<file path="src/shadow_pkg.sv">
// Constants shared by the register shadow bank
package shadow_pkg;
    // Command opcodes
    localparam logic [7:0] write_registers_cmd = 8'h01;
    localparam logic [7:0] read_any_reg_cmd = 8'h65;
    localparam logic [7:0] write_any_reg_cmd = 8'h71;
    localparam logic [7:0] write_enable_cmd = 8'h06;
    localparam logic [7:0] write_disable_cmd = 8'h04;
    // Register selectors for read/write any register
    localparam logic [2:0] sel_status_nv = 3'h0;
    localparam logic [2:0] sel_status_v = 3'h1;
    localparam logic [2:0] sel_pointer = 3'h2;
    localparam logic [2:0] sel_password = 3'h3;
    localparam logic [2:0] sel_region = 3'h4;
    // Status register 1 field positions
    localparam int reg_protect_pos = 7;
    localparam int granularity_pos = 6;
    localparam int top_bottom_pos = 5;
    localparam int block_protect_hi = 4;
    localparam int block_protect_lo = 2;
    localparam int write_latch_pos = 1;
    localparam int busy_flag_pos = 0;
    // Host-writable bits of status one (latch and busy are read only)
    localparam logic [7:0] status_user_mask = 8'hfc;
    // Shipped defaults
    localparam logic [7:0] status_nv_ship = 8'h00;
    localparam logic [31:0] pointer_ship = 32'hffffffff;
    localparam logic [63:0] password_ship = 64'hffffffffffffffff;
    localparam logic [15:0] region_ship = 16'hffff;
    // Non-volatile program time
    localparam int clk_mhz = 125;
    localparam int program_us = 5;
    localparam int program_cycles = program_us * clk_mhz;
    localparam int cnt_w = 16;
endpackage

</file>
<file path="src/nv_cell.sv">
`timescale 1ns/1ns
// One non-volatile word: erase-and-program or OTP programming
module nv_cell #(
    parameter int width = 8,
    parameter logic [width-1:0] ship = '0,
    parameter bit otp = 1'b0
) (
    // Clock
    input wire logic clk_sys,
    input wire logic ce,
    // Program request
    input wire logic load,
    input wire logic [width-1:0] din,
    input wire logic [width-1:0] mask,
    // Contents
    output logic [width-1:0] q
);
    typedef struct packed {
        logic [width-1:0] q;
    } cell_t;
    // Shipped contents given at declaration, since no reset may touch them
    cell_t cur = '{q: ship};
    cell_t nxt;
    always_comb begin
        nxt = cur;
        if (load) begin
            // OTP bits only move from erased 1 to programmed 0
            if (otp)
                nxt.q = cur.q & ~(mask & ~din);
            else
                nxt.q = (cur.q & ~mask) | (din & mask);
        end
    end
    // No reset: contents survive every reset, like the cells they model
    always_ff @(posedge clk_sys) begin
        if (ce)
            cur <= nxt;
    end
    assign q = cur.q;
endmodule // nv_cell

</file>
<file path="src/program_timer.sv">
`timescale 1ns/1ns
// Busy timer for a non-volatile program step
module program_timer (
    // Clock and reset
    input wire logic clk_sys,
    input wire logic rst,
    input wire logic ce,
    // Control
    input wire logic start,
    input wire logic [15:0] cycles,
    // Status
    output logic busy,
    output logic done
);
    typedef struct packed {
        logic [15:0] cnt;
        logic busy;
        logic done;
    } tmr_t;
    tmr_t cur;
    tmr_t nxt;
    always_comb begin
        nxt = cur;
        nxt.done = 1'b0;
        if (cur.busy) begin
            if (cur.cnt <= 16'h0001) begin
                nxt.busy = 1'b0;
                nxt.done = 1'b1;
            end else begin
                nxt.cnt = cur.cnt - 16'h0001;
            end
        end else if (start) begin
            nxt.busy = 1'b1;
            nxt.cnt = cycles;
        end
    end
    always_ff @(posedge clk_sys) begin
        if (rst)
            cur <= '0;
        else if (ce)
            cur <= nxt;
    end
    assign busy = cur.busy;
    assign done = cur.done;
endmodule // program_timer

</file>
<file path="src/nv_volatile_status_shadow.sv">
`timescale 1ns/1ns
// Status register shadow bank: non-volatile and volatile copies
module nv_volatile_status_shadow
    import shadow_pkg::*;
(
    // Clock and reset
    input wire logic clk_sys,
    input wire logic rst,
    input wire logic ce,
    // Command port from the serial front end
    input wire logic cmd_valid,
    input wire logic [7:0] cmd_op,
    input wire logic [2:0] cmd_sel,
    input wire logic [63:0] cmd_data,
    input wire logic cmd_nv,
    // Read answer
    output logic rd_valid,
    output logic [63:0] rd_data,
    // Status
    output logic busy,
    output logic [7:0] status_one_working_copy,
    output logic [7:0] status_one_nonvolatile_defaults
);
    import shadow_pkg::*;

    typedef enum logic [1:0] {idle, programming, refresh} state_t;

    typedef struct packed {
        state_t state;
        logic [7:0] work;
        logic [7:0] pend;
        logic [2:0] sel;
        logic reload;
        logic rd_valid;
        logic [63:0] rd_data;
    } bank_t;

    bank_t cur;
    bank_t nxt;

    logic [7:0] stat_nv;
    logic [31:0] pointer_region_reg;
    logic [63:0] password_q;
    logic [15:0] region_protection_reg;
    logic tmr_busy;
    logic tmr_done;
    logic start_prog;
    logic [7:0] stat_prev;
    logic [63:0] load_mask;
    logic ld_stat;
    logic ld_ptr;
    logic ld_pw;
    logic ld_reg;
    logic is_write;
    logic nv_cmd;
    logic [63:0] cmd_hold;

    localparam logic [15:0] prog_cnt = 16'(program_cycles);

    assign is_write = cmd_valid && cur.state == idle && !tmr_busy
        && (cmd_op == write_registers_cmd || cmd_op == write_any_reg_cmd);
    // Write-registers targets the non-volatile status copy only when cmd_nv is set
    assign nv_cmd = (cmd_op == write_registers_cmd) ? cmd_nv
        : (cmd_sel != sel_status_v);

    // The program step fires after the timer, holding the old copy meanwhile
    assign ld_stat = tmr_done && cur.sel == sel_status_nv;
    assign ld_ptr = tmr_done && cur.sel == sel_pointer;
    assign ld_pw = tmr_done && cur.sel == sel_password;
    assign ld_reg = tmr_done && cur.sel == sel_region;
    assign load_mask = {64{1'b1}};

    nv_cell #(.width(8), .ship(status_nv_ship), .otp(1'b0)) u_stat (
        .clk_sys(clk_sys),
        .ce(ce),
        .load(ld_stat),
        .din(cur.pend & status_user_mask),
        .mask(status_user_mask),
        .q(stat_nv)
    );
    nv_cell #(.width(32), .ship(pointer_ship), .otp(1'b0)) u_ptr (
        .clk_sys(clk_sys),
        .ce(ce),
        .load(ld_ptr),
        .din(cmd_hold[31:0]),
        .mask(load_mask[31:0]),
        .q(pointer_region_reg)
    );
    nv_cell #(.width(64), .ship(password_ship), .otp(1'b1)) u_pw (
        .clk_sys(clk_sys),
        .ce(ce),
        .load(ld_pw),
        .din(cmd_hold),
        .mask(load_mask),
        .q(password_q)
    );
    nv_cell #(.width(16), .ship(region_ship), .otp(1'b1)) u_reg (
        .clk_sys(clk_sys),
        .ce(ce),
        .load(ld_reg),
        .din(cmd_hold[15:0]),
        .mask(load_mask[15:0]),
        .q(region_protection_reg)
    );

    program_timer u_tmr (
        .clk_sys(clk_sys),
        .rst(rst),
        .ce(ce),
        .start(start_prog),
        .cycles(prog_cnt),
        .busy(tmr_busy),
        .done(tmr_done)
    );

    // Wide payload held for the long non-volatile targets
    always_ff @(posedge clk_sys) begin
        if (rst)
            cmd_hold <= '0;
        else if (ce && is_write)
            cmd_hold <= cmd_data;
    end

    // Tracks the NV protect default to spot any change to it
    always_ff @(posedge clk_sys) begin
        if (ce)
            stat_prev <= stat_nv;
    end

    assign start_prog = is_write && nv_cmd;

    always_comb begin
        nxt = cur;
        nxt.rd_valid = 1'b0;
        nxt.reload = 1'b0;
        unique case (cur.state)
            idle: begin
                if (cmd_valid && cmd_op == read_any_reg_cmd) begin
                    nxt.rd_valid = 1'b1;
                    unique case (cmd_sel)
                        sel_status_v: nxt.rd_data = {56'h0, cur.work};
                        sel_status_nv: nxt.rd_data = {56'h0, stat_nv};
                        sel_pointer: nxt.rd_data = {32'h0, pointer_region_reg};
                        sel_password: nxt.rd_data = password_q;
                        sel_region: nxt.rd_data = {48'h0, region_protection_reg};
                        default: nxt.rd_data = '0;
                    endcase
                end else if (cmd_valid && cmd_op == write_enable_cmd) begin
                    nxt.work[write_latch_pos] = 1'b1;
                end else if (cmd_valid && cmd_op == write_disable_cmd) begin
                    nxt.work[write_latch_pos] = 1'b0;
                end else if (is_write && !nv_cmd) begin
                    // Only the host bits move; latch and busy stay
                    nxt.work = (cur.work & ~status_user_mask)
                        | (cmd_data[7:0] & status_user_mask);
                end else if (start_prog) begin
                    nxt.pend = cmd_data[7:0];
                    nxt.sel = (cmd_op == write_registers_cmd)
                        ? sel_status_nv : cmd_sel;
                    nxt.work[busy_flag_pos] = 1'b1;
                    nxt.state = programming;
                end
            end
            programming: begin
                // Old volatile bits stay until the program completes
                if (tmr_done)
                    nxt.state = refresh;
            end
            refresh: begin
                if (cur.sel == sel_status_nv) begin
                    nxt.work = (cur.work & ~status_user_mask)
                        | (stat_nv & status_user_mask);
                end
                // OTP targets have no volatile bits in this bank
                nxt.work[busy_flag_pos] = 1'b0;
                nxt.work[write_latch_pos] = 1'b0;
                nxt.state = idle;
            end
            default: nxt.state = idle;
        endcase
        if (stat_nv[reg_protect_pos] != stat_prev[reg_protect_pos])
            nxt.work[reg_protect_pos] = stat_nv[reg_protect_pos];
        // First cycle after reset copies the defaults in
        if (cur.reload)
            nxt.work = stat_nv;
    end

    always_ff @(posedge clk_sys) begin
        if (rst) begin
            cur.state <= idle;
            cur.pend <= '0;
            cur.sel <= '0;
            cur.reload <= 1'b1;
            cur.rd_valid <= 1'b0;
            cur.rd_data <= '0;
            cur.work <= '0;
        end else if (ce) begin
            cur <= nxt;
        end
    end

    assign rd_valid = cur.rd_valid;
    assign rd_data = cur.rd_data;
    assign busy = cur.state != idle;
    assign status_one_working_copy = cur.work;
    assign status_one_nonvolatile_defaults = stat_nv;
endmodule // nv_volatile_status_shadow

</file>
<file path="config.mk">
export PLATFORM = sky130hd
export DESIGN_NAME = nv_volatile_status_shadow
export DESIGN_NICKNAME = d
export VERILOG_FILES = /design/src/shadow_pkg.sv /design/src/nv_cell.sv /design/src/program_timer.sv /design/src/nv_volatile_status_shadow.sv
export SDC_FILE = /design/constraint.sdc
export NUM_CORES = 1
export LEC_CHECK = 0
export BUFFER_PORTS_ARGS = -buffer_cell sky130_fd_sc_hd__buf_2
export CORE_MARGIN = 2
export CORE_UTILIZATION = 45
export CTS_CLUSTER_DIAMETER = 60
export CTS_CLUSTER_SIZE = 28
export DETAILED_ROUTE_END_ITERATION = 6
export PLACE_DENSITY = 0.7
export SLEW_MARGIN = 10
export SYNTH_ARGS = -nofsm -noshare
export SYNTH_HDL_FRONTEND = slang
export SYNTH_SLANG_ARGS = --single-unit
</file>
<file path="constraint.sdc">
create_clock -name clk_sys -period 2.4 [get_ports clk_sys]
set_input_delay 0.12 -clock clk_sys [delete_from_list [all_inputs] [get_ports clk_sys]]
set_output_delay 0.12 -clock clk_sys [all_outputs]
set_load 0.01 [all_outputs]
</file>
==> flow_summary.ini, run 1 <==
[sta]
clock_skew_ps = 14.8
slew_headroom_pct = 42.7
finalHoldViolCount = 0
worst_pin_slew_ps = 846
rsz0062_at_grt = no
drv_slew = 0
hold_ws_ps = 87.6
period_needed_ps = 2340
setup_viol = 0
fin_crit_sh_pct = 97.5
worst_slack_ps = 60.4
fin_setup_tns_ps = 0
fmax_ghz = 0.427

[route]
ant_nets = 0
num_vias = 8858
first_iter_violations = 729
drcViolationCount = 0
drtPass1Iterations = 5
vias_per_cell = 5.27
wire_per_inst_um = 16.7
totalWireLength_um = 28100

[placement]
placed_cells = 1567
port_buffers = 159
place_hpwl_um = 17700
gp_congestion = 0.813
dpl_worst_slack_ps = 90.4
dpl-instance-area_um2 = 12600

[finish]
nets = 1409
layout.cell_area.non_filler_um2 = 14200
diodes = 0
drive_above_1_share_pct = 19.3
final_common_cell = nand2_1
final_cell_mix = nand2_1, dfxtp_1, buf_2
syn_to_final_growth_pct = 19.5
instances_no_fill = 1680

[die]
die_x_um = 166
die-height_um = 166
ios = 162
std_cell_rows = 59
die-area_um2 = 27600
coreArea_um2 = 26000
start_util_pct = 45.6

[clock_network]
clockBufferDepth = 3
cts_sinks = 286
htreeDepth = 1
clock_latency_ps = 540
cts_tree = yes
cts_root_buf = clkbuf_16
clkTransAtPathRegs_ps = 80
cts_buffers = 24

[global_routing]
antenna_found_initial = 1
grt_pass1_wl_um = 45600
first_global_vias = 8729
grt_usage_pct = 20.0
overflow = 0
grt_max_degree = 103

[synth]
synth_edf_count = 119
avgSynthCellArea_um2 = 10.0
synth_flop_cell = dfxtp_1
synth-seq-area-share_pct = 58.4
synth_area_um2 = 11800
synth_cell_types = 59
ys_seq_elements = 286
syn_inst = 1185
synth_warnings = 0
synthArstFlopShare_pct = 0

[status]
status = completed

[critical_path]
crit_type = input port to register
worstPathRequired_ps = 2880
cp_data_arrival_time_ps = 2820
end_kind = register
path_max_fanout = 16
worst_setup_path_start_kind = input port
crit_start = cmd_sel[1]
rr_startpoint = u_tmr.cur[12]
rrSetupSlack_ps = 120
reg2reg_to = u_tmr.cur[5]
r2r_cells = 5

[pwr]
ir_drop_mv = 0.467
p_leak_nw = 5.38
p_per_area_nw_per_um2 = 678

[worst_hold_path]
min_path_cells = 4
hp-start = cmd_sel[2]
hold_path.class = input port to register
worstHoldEndpoint = cur[68]

[flow_run]
max-cap-violations = 0
==> cells in the mapped netlist, drive strengths merged (7+ instances only) <==
cell	number	share of area [%]
nand2	231	7.3
dfxtp	167	28
a21oi	151	6.4
edfxtp	119	30
buf	86	5.2
and2	82	4.3
clkbuf	58	1.8
nand3	40	1.7
nor2	29	0.92
nor3	25	1.1
mux2i	24	2.0
a22oi	21	1.3
o21ai	18	0.76
inv	14	0.44
nand2b	10	0.53
nor2b	9	0.48
a2111oi	8	0.59
mux2	8	0.76
o2bb2ai	8	0.59
o2111ai	7	0.52
==> where the power goes <==
part           internal [mW]  switching, mW
sequential              5.02        0.00853
clock                   2.09           2.07
combinational          0.193          0.212
==> flip-flops by register name, summed over array words and instances, names as in the netlist <==
name	flops
rd_data	64
rd_valid	1
u_tmr.cur	16
u_tmr.done	1
u_tmr.busy	1
u_reg.q	16
u_pw.q	64
cur	12
u_stat.q	6
u_ptr.q	32
stat_prev	1
cmd_hold	64
status_one_working_copy	8
==> layer usage <==
layer / vias up / GRT usage [%] / wire length [um] / share of wire [%]
met2: 263 / 32.3 / 13000 / 46
met5: - / 0 / 13 / 0.046
met4: 2 / 6.11 / 639 / 2.3
met1: 4200 / 27.3 / 12600 / 45
met3: 46 / 3.86 / 1780 / 6.3
li1: 4347 / - / - / -
==> final cells by class <==
class	count	area (um^2)
fillers	2270	11800
clock inverters	18	226
clock buffers	26	639
repair buffers	259	1780
inverters	14	52.6
flip-flops and latches	286	6920
multi-input cells	742	4120
well taps	335	419
==> what timing repair did <==
action	4_1_cts	5_1_grt
buffers inserted	0	0
resized for setup	0	4
endpoints found under the setup margin	0	8
hold buffers	69	0
hold endpoints to repair	78	0
==> worst max-delay path, cell delays in order <==
cell and delay [ps]:
dlygate4sd3_1 550, buf_2 210, or3b_2 540, mux2_2 300
nand2_1 100, buf_4 230, nand2_1 80, a21oi_1 130
dlygate4sd3_1 550
==> logic make-up (layout without fill, tap and decap cells) <==
| family | Yosys count | after routing | synth area share (%) |
|---|---|---|---|
| mux | 32 | 32 | 2.79 |
| other cells | 1 | 2 | 0.0317 |
| simple gates | 455 | 455 | 18.2 |
| compound gates | 250 | 250 | 12.9 |
| fa+ha+maj | 2 | 2 | 0.211 |
| xor+xnor | 1 | 1 | 0.0739 |
| buf+inv | 158 | 317 | 7.45 |
| flops | 286 | 286 | 58.4 |
==> worst max-delay path by stage <==
| stage | endpoint | slack [ps] | cells past startpoint |
|---|---|---|---|
| 2_1_floorplan | u_ptr.q[0] | 20 | 4 |
| 3_3_place_gp | u_tmr.cur[2] | 180 | 6 |
| 3_5_place_dp | u_tmr.cur[2] | 90 | 6 |
| 4_1_cts | status_one_working_copy[7] | 90 | 4 |
| 5_1_grt | cur[73] | 10 | 10 |
| 6_report | cur[73] | 60 | 9 |
==> stage by stage <==
step	utilization, %	power [mW]
finish	54.5	9.59
detailed placement	48.4	5.46
global placement	48.4	5.45
CTS	54.4	9.67
global route	54.5	9.92
floorplan	-	5.31
Power figures use the tool's default switching activity.
==> run 2, diff against run 1 <==
--- a/config.mk
+++ b/config.mk
@@ -15,4 +15,5 @@
 export SLEW_MARGIN = 10
 export SYNTH_ARGS = -nofsm -noshare
 export SYNTH_HDL_FRONTEND = slang
+export SYNTH_HIERARCHICAL = 1
 export SYNTH_SLANG_ARGS = --single-unit
==> flow_summary.ini, run 2 <==
[synth]
synth_top_cell_by_area = edfxtp_1
syn_inst = 1313
synth_edf_count = 121
synth_flop_cell = dfxtp_1
synth_warnings = 6
synth-seq-area-share_pct = 54.5
netlist.area_leader.share_pct = 28.4
synthTopCellsByCount = nand2_1, dfxtp_1, edfxtp_1
avgSynthCellArea_um2 = 9.74
ys_seq_elements = 288
yosysMostFrequentCell = nand2_1
synth_area_leaders = edfxtp_1, dfxtp_1, nand2_1
synthArstFlopShare_pct = 0
synth_area_um2 = 12800
synth_cell_types = 74

[route]
vias_per_cell = 5.03
ant_nets = 0
num_vias = 10100
drtPass1Iterations = 5
first_iter_violations = 715
drcViolationCount = 0
wire_per_inst_um = 15.8
totalWireLength_um = 31700

[sta]
slew_headroom_pct = 60.4
drv_slew = 0
fmax_ghz = 0.458
setup_viol = 0
finalHoldViolCount = 0
clock_skew_ps = 31.0
rsz0062_at_grt = no
hold_ws_ps = 131
worst_slack_ps = 215
fin_crit_sh_pct = 91.0
fin_setup_tns_ps = 0
worst_pin_slew_ps = 593
period_needed_ps = 2190

[die]
die-area_um2 = 29800
start_util_pct = 45.9
die_x_um = 173
die-height_um = 173
coreArea_um2 = 27900
ios = 162
std_cell_rows = 61

[global_routing]
first_global_vias = 10000
antenna_found_initial = 0
grt_max_degree = 65
grt_usage_pct = 21.0
grt_pass1_wl_um = 51700
overflow = 0

[clock_network]
clockBufferDepth = 3
clkTransAtPathRegs_ps = 70
cts_root_buf = clkbuf_16
post-cts-setup-buffers = 0
clock_latency_ps = 550
cts_sinks = 288
htreeDepth = 1
cts_tree = yes
cts_buffers = 27

[worst_hold_path]
hp-start = ce
worstHoldEndpoint = u_tmr/busy
min_path_cells = 5
hold_path.class = input port to register

[critical_path]
worstPathRequired_ps = 2840
rrSetupSlack_ps = 280
critical_path.max_stage_delay_ps = 550
rr_startpoint = u_tmr/busy
cpMaxStageDelayCell = dlygate4sd3_1
crit_type = input port to register
path_max_fanout = 12
crit_family = compound AO/OA/AOI/OAI gates
crit_chain = dlygate4sd3_1, buf_2, or3b_2, mux2i_4, nor3_2, o21ai_0, o21bai_2, a31oi_1, a311oi_1
reg2reg_to = u_tmr/cur[10]
worst_setup_path_start_kind = input port
path_buf_inv = 2
cp_data_arrival_time_ps = 2620
r2r_cells = 7
end_kind = register

[finish]
multi_input_area_um2 = 5130
final_common_cell = nand2_1
final_cell_mix = nand2_1, dfxtp_1, buf_2
seqCellArea_um2 = 6980
instances_no_fill = 2000
n_fill_cell = 2424
drive_above_1_share_pct = 18.1
post-route-util_pct = 56.6
layout.cell_area.non_filler_um2 = 15800
syn_to_final_growth_pct = 23.4
nets = 1682

[flow_run]
max-cap-violations = 0

[pwr]
p_leak_nw = 6.22
p_per_area_nw_per_um2 = 652
fin_total_pwr_mw = 10.3
ir_drop_mv = 0.608

[placement]
placed_cells = 1883
dpl-instance-area_um2 = 14100
place_hpwl_um = 20100
port_buffers = 161
dpl_worst_slack_ps = -38.9
gp_congestion = 0.849

[status]
status = completed
run 2: changes by cell type after synthesis, moves of 10 or more:
cell	previous run	this run
a21boi_1	0	80
and2_1	82	4
inv_1	14	92
nor2_1	29	73
and3_1	3	43
a22oi_1	21	58
nand2_1	231	195
a21oi_1	151	118
buf_2	3	25
a22o_1	0	16
clkbuf_1	58	42
nor3_1	24	10
mux2i_1	24	14
run 2: timing repair:
action | in CTS | in global routing
endpoints found under the setup margin | 0 | 2
hold buffers | 66 | 0
gates resized for setup | 0 | 1
hold endpoints to repair | 83 | 0
run 2: worst max-delay path by stage:
stage / startpoint / endpoint / slack [ps] / cells after the start
after floorplan: cmd_op[4] / u_tmr/cur[11] / 40 / 7
after global placement: cmd_op[4] / u_tmr/cur[10] / 60 / 8
after detailed placement: cmd_op[4] / u_tmr/cur[10] / -40 / 8
after CTS: u_tmr/busy / u_tmr/cur[10] / 200 / 7
after global routing: cmd_sel[1] / u_tmr/cur[17] / 20 / 9
final: cmd_sel[1] / u_tmr/cur[17] / 210 / 9
run 2: layer usage:
layer,global-route usage [%],wire length (um),vias up
met5,0,0,-
met4,4.45,533,0
met3,2.97,1590,36
met2,37.2,15500,270
met1,27.3,14100,4804
li1,-,-,4952
run 2: report_power, final:
group	internal (mW)	leakage, nW	switching (mW)
Sequential	5.08	2.55	0.0179
Combinational	0.225	3.20	0.279
Clock	2.55	0.479	2.14
Total	7.85	6.22	2.43
run 2: area by class of cell:
class	count	area share [%]
diodes	1	0.0159
clock buffers	30	4.62
clock inverters	20	1.66
inverters	93	2.21
multi-input cells	918	32.5
flip-flops and latches	288	44.2
well taps	378	3.00
repair buffers	272	11.8
run 2: tightest hold or removal path: stages:
cell and delay [ps]:
buf_2 100, buf_4 180, inv_1 80, nand2_1 60, a21oi_1 60
run 2: logic make-up (layout without fill, tap and decap cells):
logic type                 Yosys count  in the layout  share of synthesized area (%)
and+or+nand+nor                    411            411                           15.3
AOI/OAI and AO/OA                  344            344                           18.3
DFF                                288            288                           54.5
buffers and inverters              243            415                           9.73
muxes                               17             17                           1.45
xor gates and xnor gates             6              6                          0.411
adders and majority gates            2              2                          0.196
other                                2            139                         0.0587
==> run 3, diff against run 2 <==
--- a/config.mk
+++ b/config.mk
@@ -8,6 +8,7 @@
 export BUFFER_PORTS_ARGS = -buffer_cell sky130_fd_sc_hd__buf_2
 export CORE_MARGIN = 2
 export CORE_UTILIZATION = 45
+export CTS_BUF_LIST = sky130_fd_sc_hd__clkbuf_4 sky130_fd_sc_hd__clkbuf_8
 export CTS_CLUSTER_DIAMETER = 60
 export CTS_CLUSTER_SIZE = 28
 export DETAILED_ROUTE_END_ITERATION = 6
==> flow_summary.ini, run 3 (synthesis gave the netlist of run 2 again) <==
[status]
status = completed

[global_routing]
grt_max_degree = 65
grt_usage_pct = 21.0
first_global_vias = 10100
grt_pass1_wl_um = 51800
antenna_found_initial = 0
overflow = 0

[clock_network]
clock_latency_ps = 590
htreeDepth = 1
clkTransAtPathRegs_ps = 90
cts_buffers = 27
cts_sinks = 288
clockBufferDepth = 3
cts_tree = yes
cts_root_buf = clkbuf_8

[critical_path]
end_kind = register
crit_chain = nor3b_1, o211ai_1, nor3_1, o21ai_0, o21bai_2, a221oi_1, nor3_2
r2r_cells = 7
crit_type = register to register
cpMaxStageDelayCell = dfxtp_1
worst_setup_path_start_kind = register
worstPathRequired_ps = 2850
cp_data_arrival_time_ps = 2660
crit_family = compound AO/OA/AOI/OAI gates
critical_path.max_stage_delay_ps = 370
rr_startpoint = u_tmr/busy
path_max_fanout = 12
path_buf_inv = 0
reg2reg_to = u_tmr/cur[10]
rrSetupSlack_ps = 190

[route]
drcViolationCount = 0
ant_nets = 0
vias_per_cell = 5.01
wl_met3_um = 1680
drtPass1Iterations = 5
wl_met1_um = 13900
num_vias = 10000
routed.top_layer = met4
totalWireLength_um = 31600
met2_wirelength_um = 15400
first_iter_violations = 692
wire_per_inst_um = 15.8

[flow_run]
max-cap-violations = 0

[finish]
nets = 1685
final_cell_mix = nand2_1, dfxtp_1, buf_2
syn_to_final_growth_pct = 21.4
n_fill_cell = 2466
final_common_cell = nand2_1
drive_above_1_share_pct = 18.1

[pwr]
ir_drop_mv = 0.507
p_per_area_nw_per_um2 = 596
p_leak_nw = 6.11

[sta]
hold_ws_ps = 85.8
fin_crit_sh_pct = 92.0
worst_slack_ps = 193
clock_skew_ps = 37.0
period_needed_ps = 2210
fmax_ghz = 0.453
setup_viol = 0
drv_slew = 0
finalHoldViolCount = 0
rsz0062_at_grt = yes
slew_headroom_pct = 60.2
worst_pin_slew_ps = 597

[worst_hold_path]
hp-start = ce
hold_path.class = input port to register
min_path_cells = 5
worstHoldEndpoint = u_tmr/busy

[placement]
gp_congestion = 0.849
port_buffers = 161
dpl_worst_slack_ps = -38.9
place_hpwl_um = 20100

[die]
die_x_um = 173
die-area_um2 = 29800
die-height_um = 173
std_cell_rows = 61
coreArea_um2 = 27900
start_util_pct = 45.9
ios = 162
-- run 3: cell types whose count changed in the layout (fill, tap and decap cells not counted), sizes merged --
cell | before | now
inv | 103 | 102
dlygate4sd3 | 66 | 69
clkinvlp | 2 | 3
bufinv | 2 | 4
clkbuf | 30 | 28
-- run 3: area by class of cell --
class	instances	area, um^2	area share (%)
flip-flops and latches	288	6980	44.9
multi-input cells	918	5130	33.0
repair buffers	275	1900	12.2
well taps	378	473	3.05
clock buffers	28	379	2.44
inverters	93	349	2.25
clock inverters	22	320	2.06
diodes	1	2.50	0.0161
-- run 3: stage by stage --
stage | cell area, um^2 | TNS, ps | util, % | std cells | power (mW)
after floorplan | 13300 | 0 | - | 1449 | 5.44
after global placement | 14100 | 0 | 50.7 | 1883 | 5.62
after detailed placement | 14100 | -48.6 | 50.7 | 1883 | 5.62
after CTS | 15500 | 0 | 55.7 | 2002 | 9.33
after global routing | 15500 | -18.6 | 55.7 | 2002 | 9.61
final | 15500 | 0 | 55.7 | 2003 | 9.25
-- run 3: what timing repair did --
item,CTS,global route
hold endpoints to repair,98,0
setup buffers,0,0
endpoints found under the setup margin,0,5
hold buffers,69,0
gates resized for setup,0,4
-- run 3: per-layer routing --
metal	vias up	global-route usage [%]
li1	4941	-
met1	4778	27.4
met2	276	37.1
met3	41	3.06
met4	0	4.84
met5	-	0
-- run 3: worst min-delay path: cells and delay by family --
family | cells | cell delay, ps
simple gates | 1 | 60
buf+inv | 3 | 360
compound gates | 1 | 60
-- run 3: power by group --
| group | switching [mW] | total (mW) | internal (mW) |
|---|---|---|---|
| Clock | 1.99 | 3.65 | 1.66 |
| Combinational | 0.276 | 0.501 | 0.225 |
| Sequential | 0.0182 | 5.10 | 5.08 |
| Total | 2.29 | 9.25 | 6.96 |
-- run 3: how the worst max path moves through the flow --
| stage | from | to | slack (ps) | cells past startpoint |
|---|---|---|---|---|
| floorplan | cmd_op[4] | u_tmr/cur[11] | 40 | 7 |
| global placement | cmd_op[4] | u_tmr/cur[10] | 60 | 8 |
| detailed placement | cmd_op[4] | u_tmr/cur[10] | -40 | 8 |
| CTS | u_tmr/busy | cmd_hold[51] | 60 | 7 |
| global route | u_tmr/busy | u_tmr/cur[16] | -10 | 7 |
| finish | u_tmr/busy | u_tmr/cur[10] | 190 | 7 |
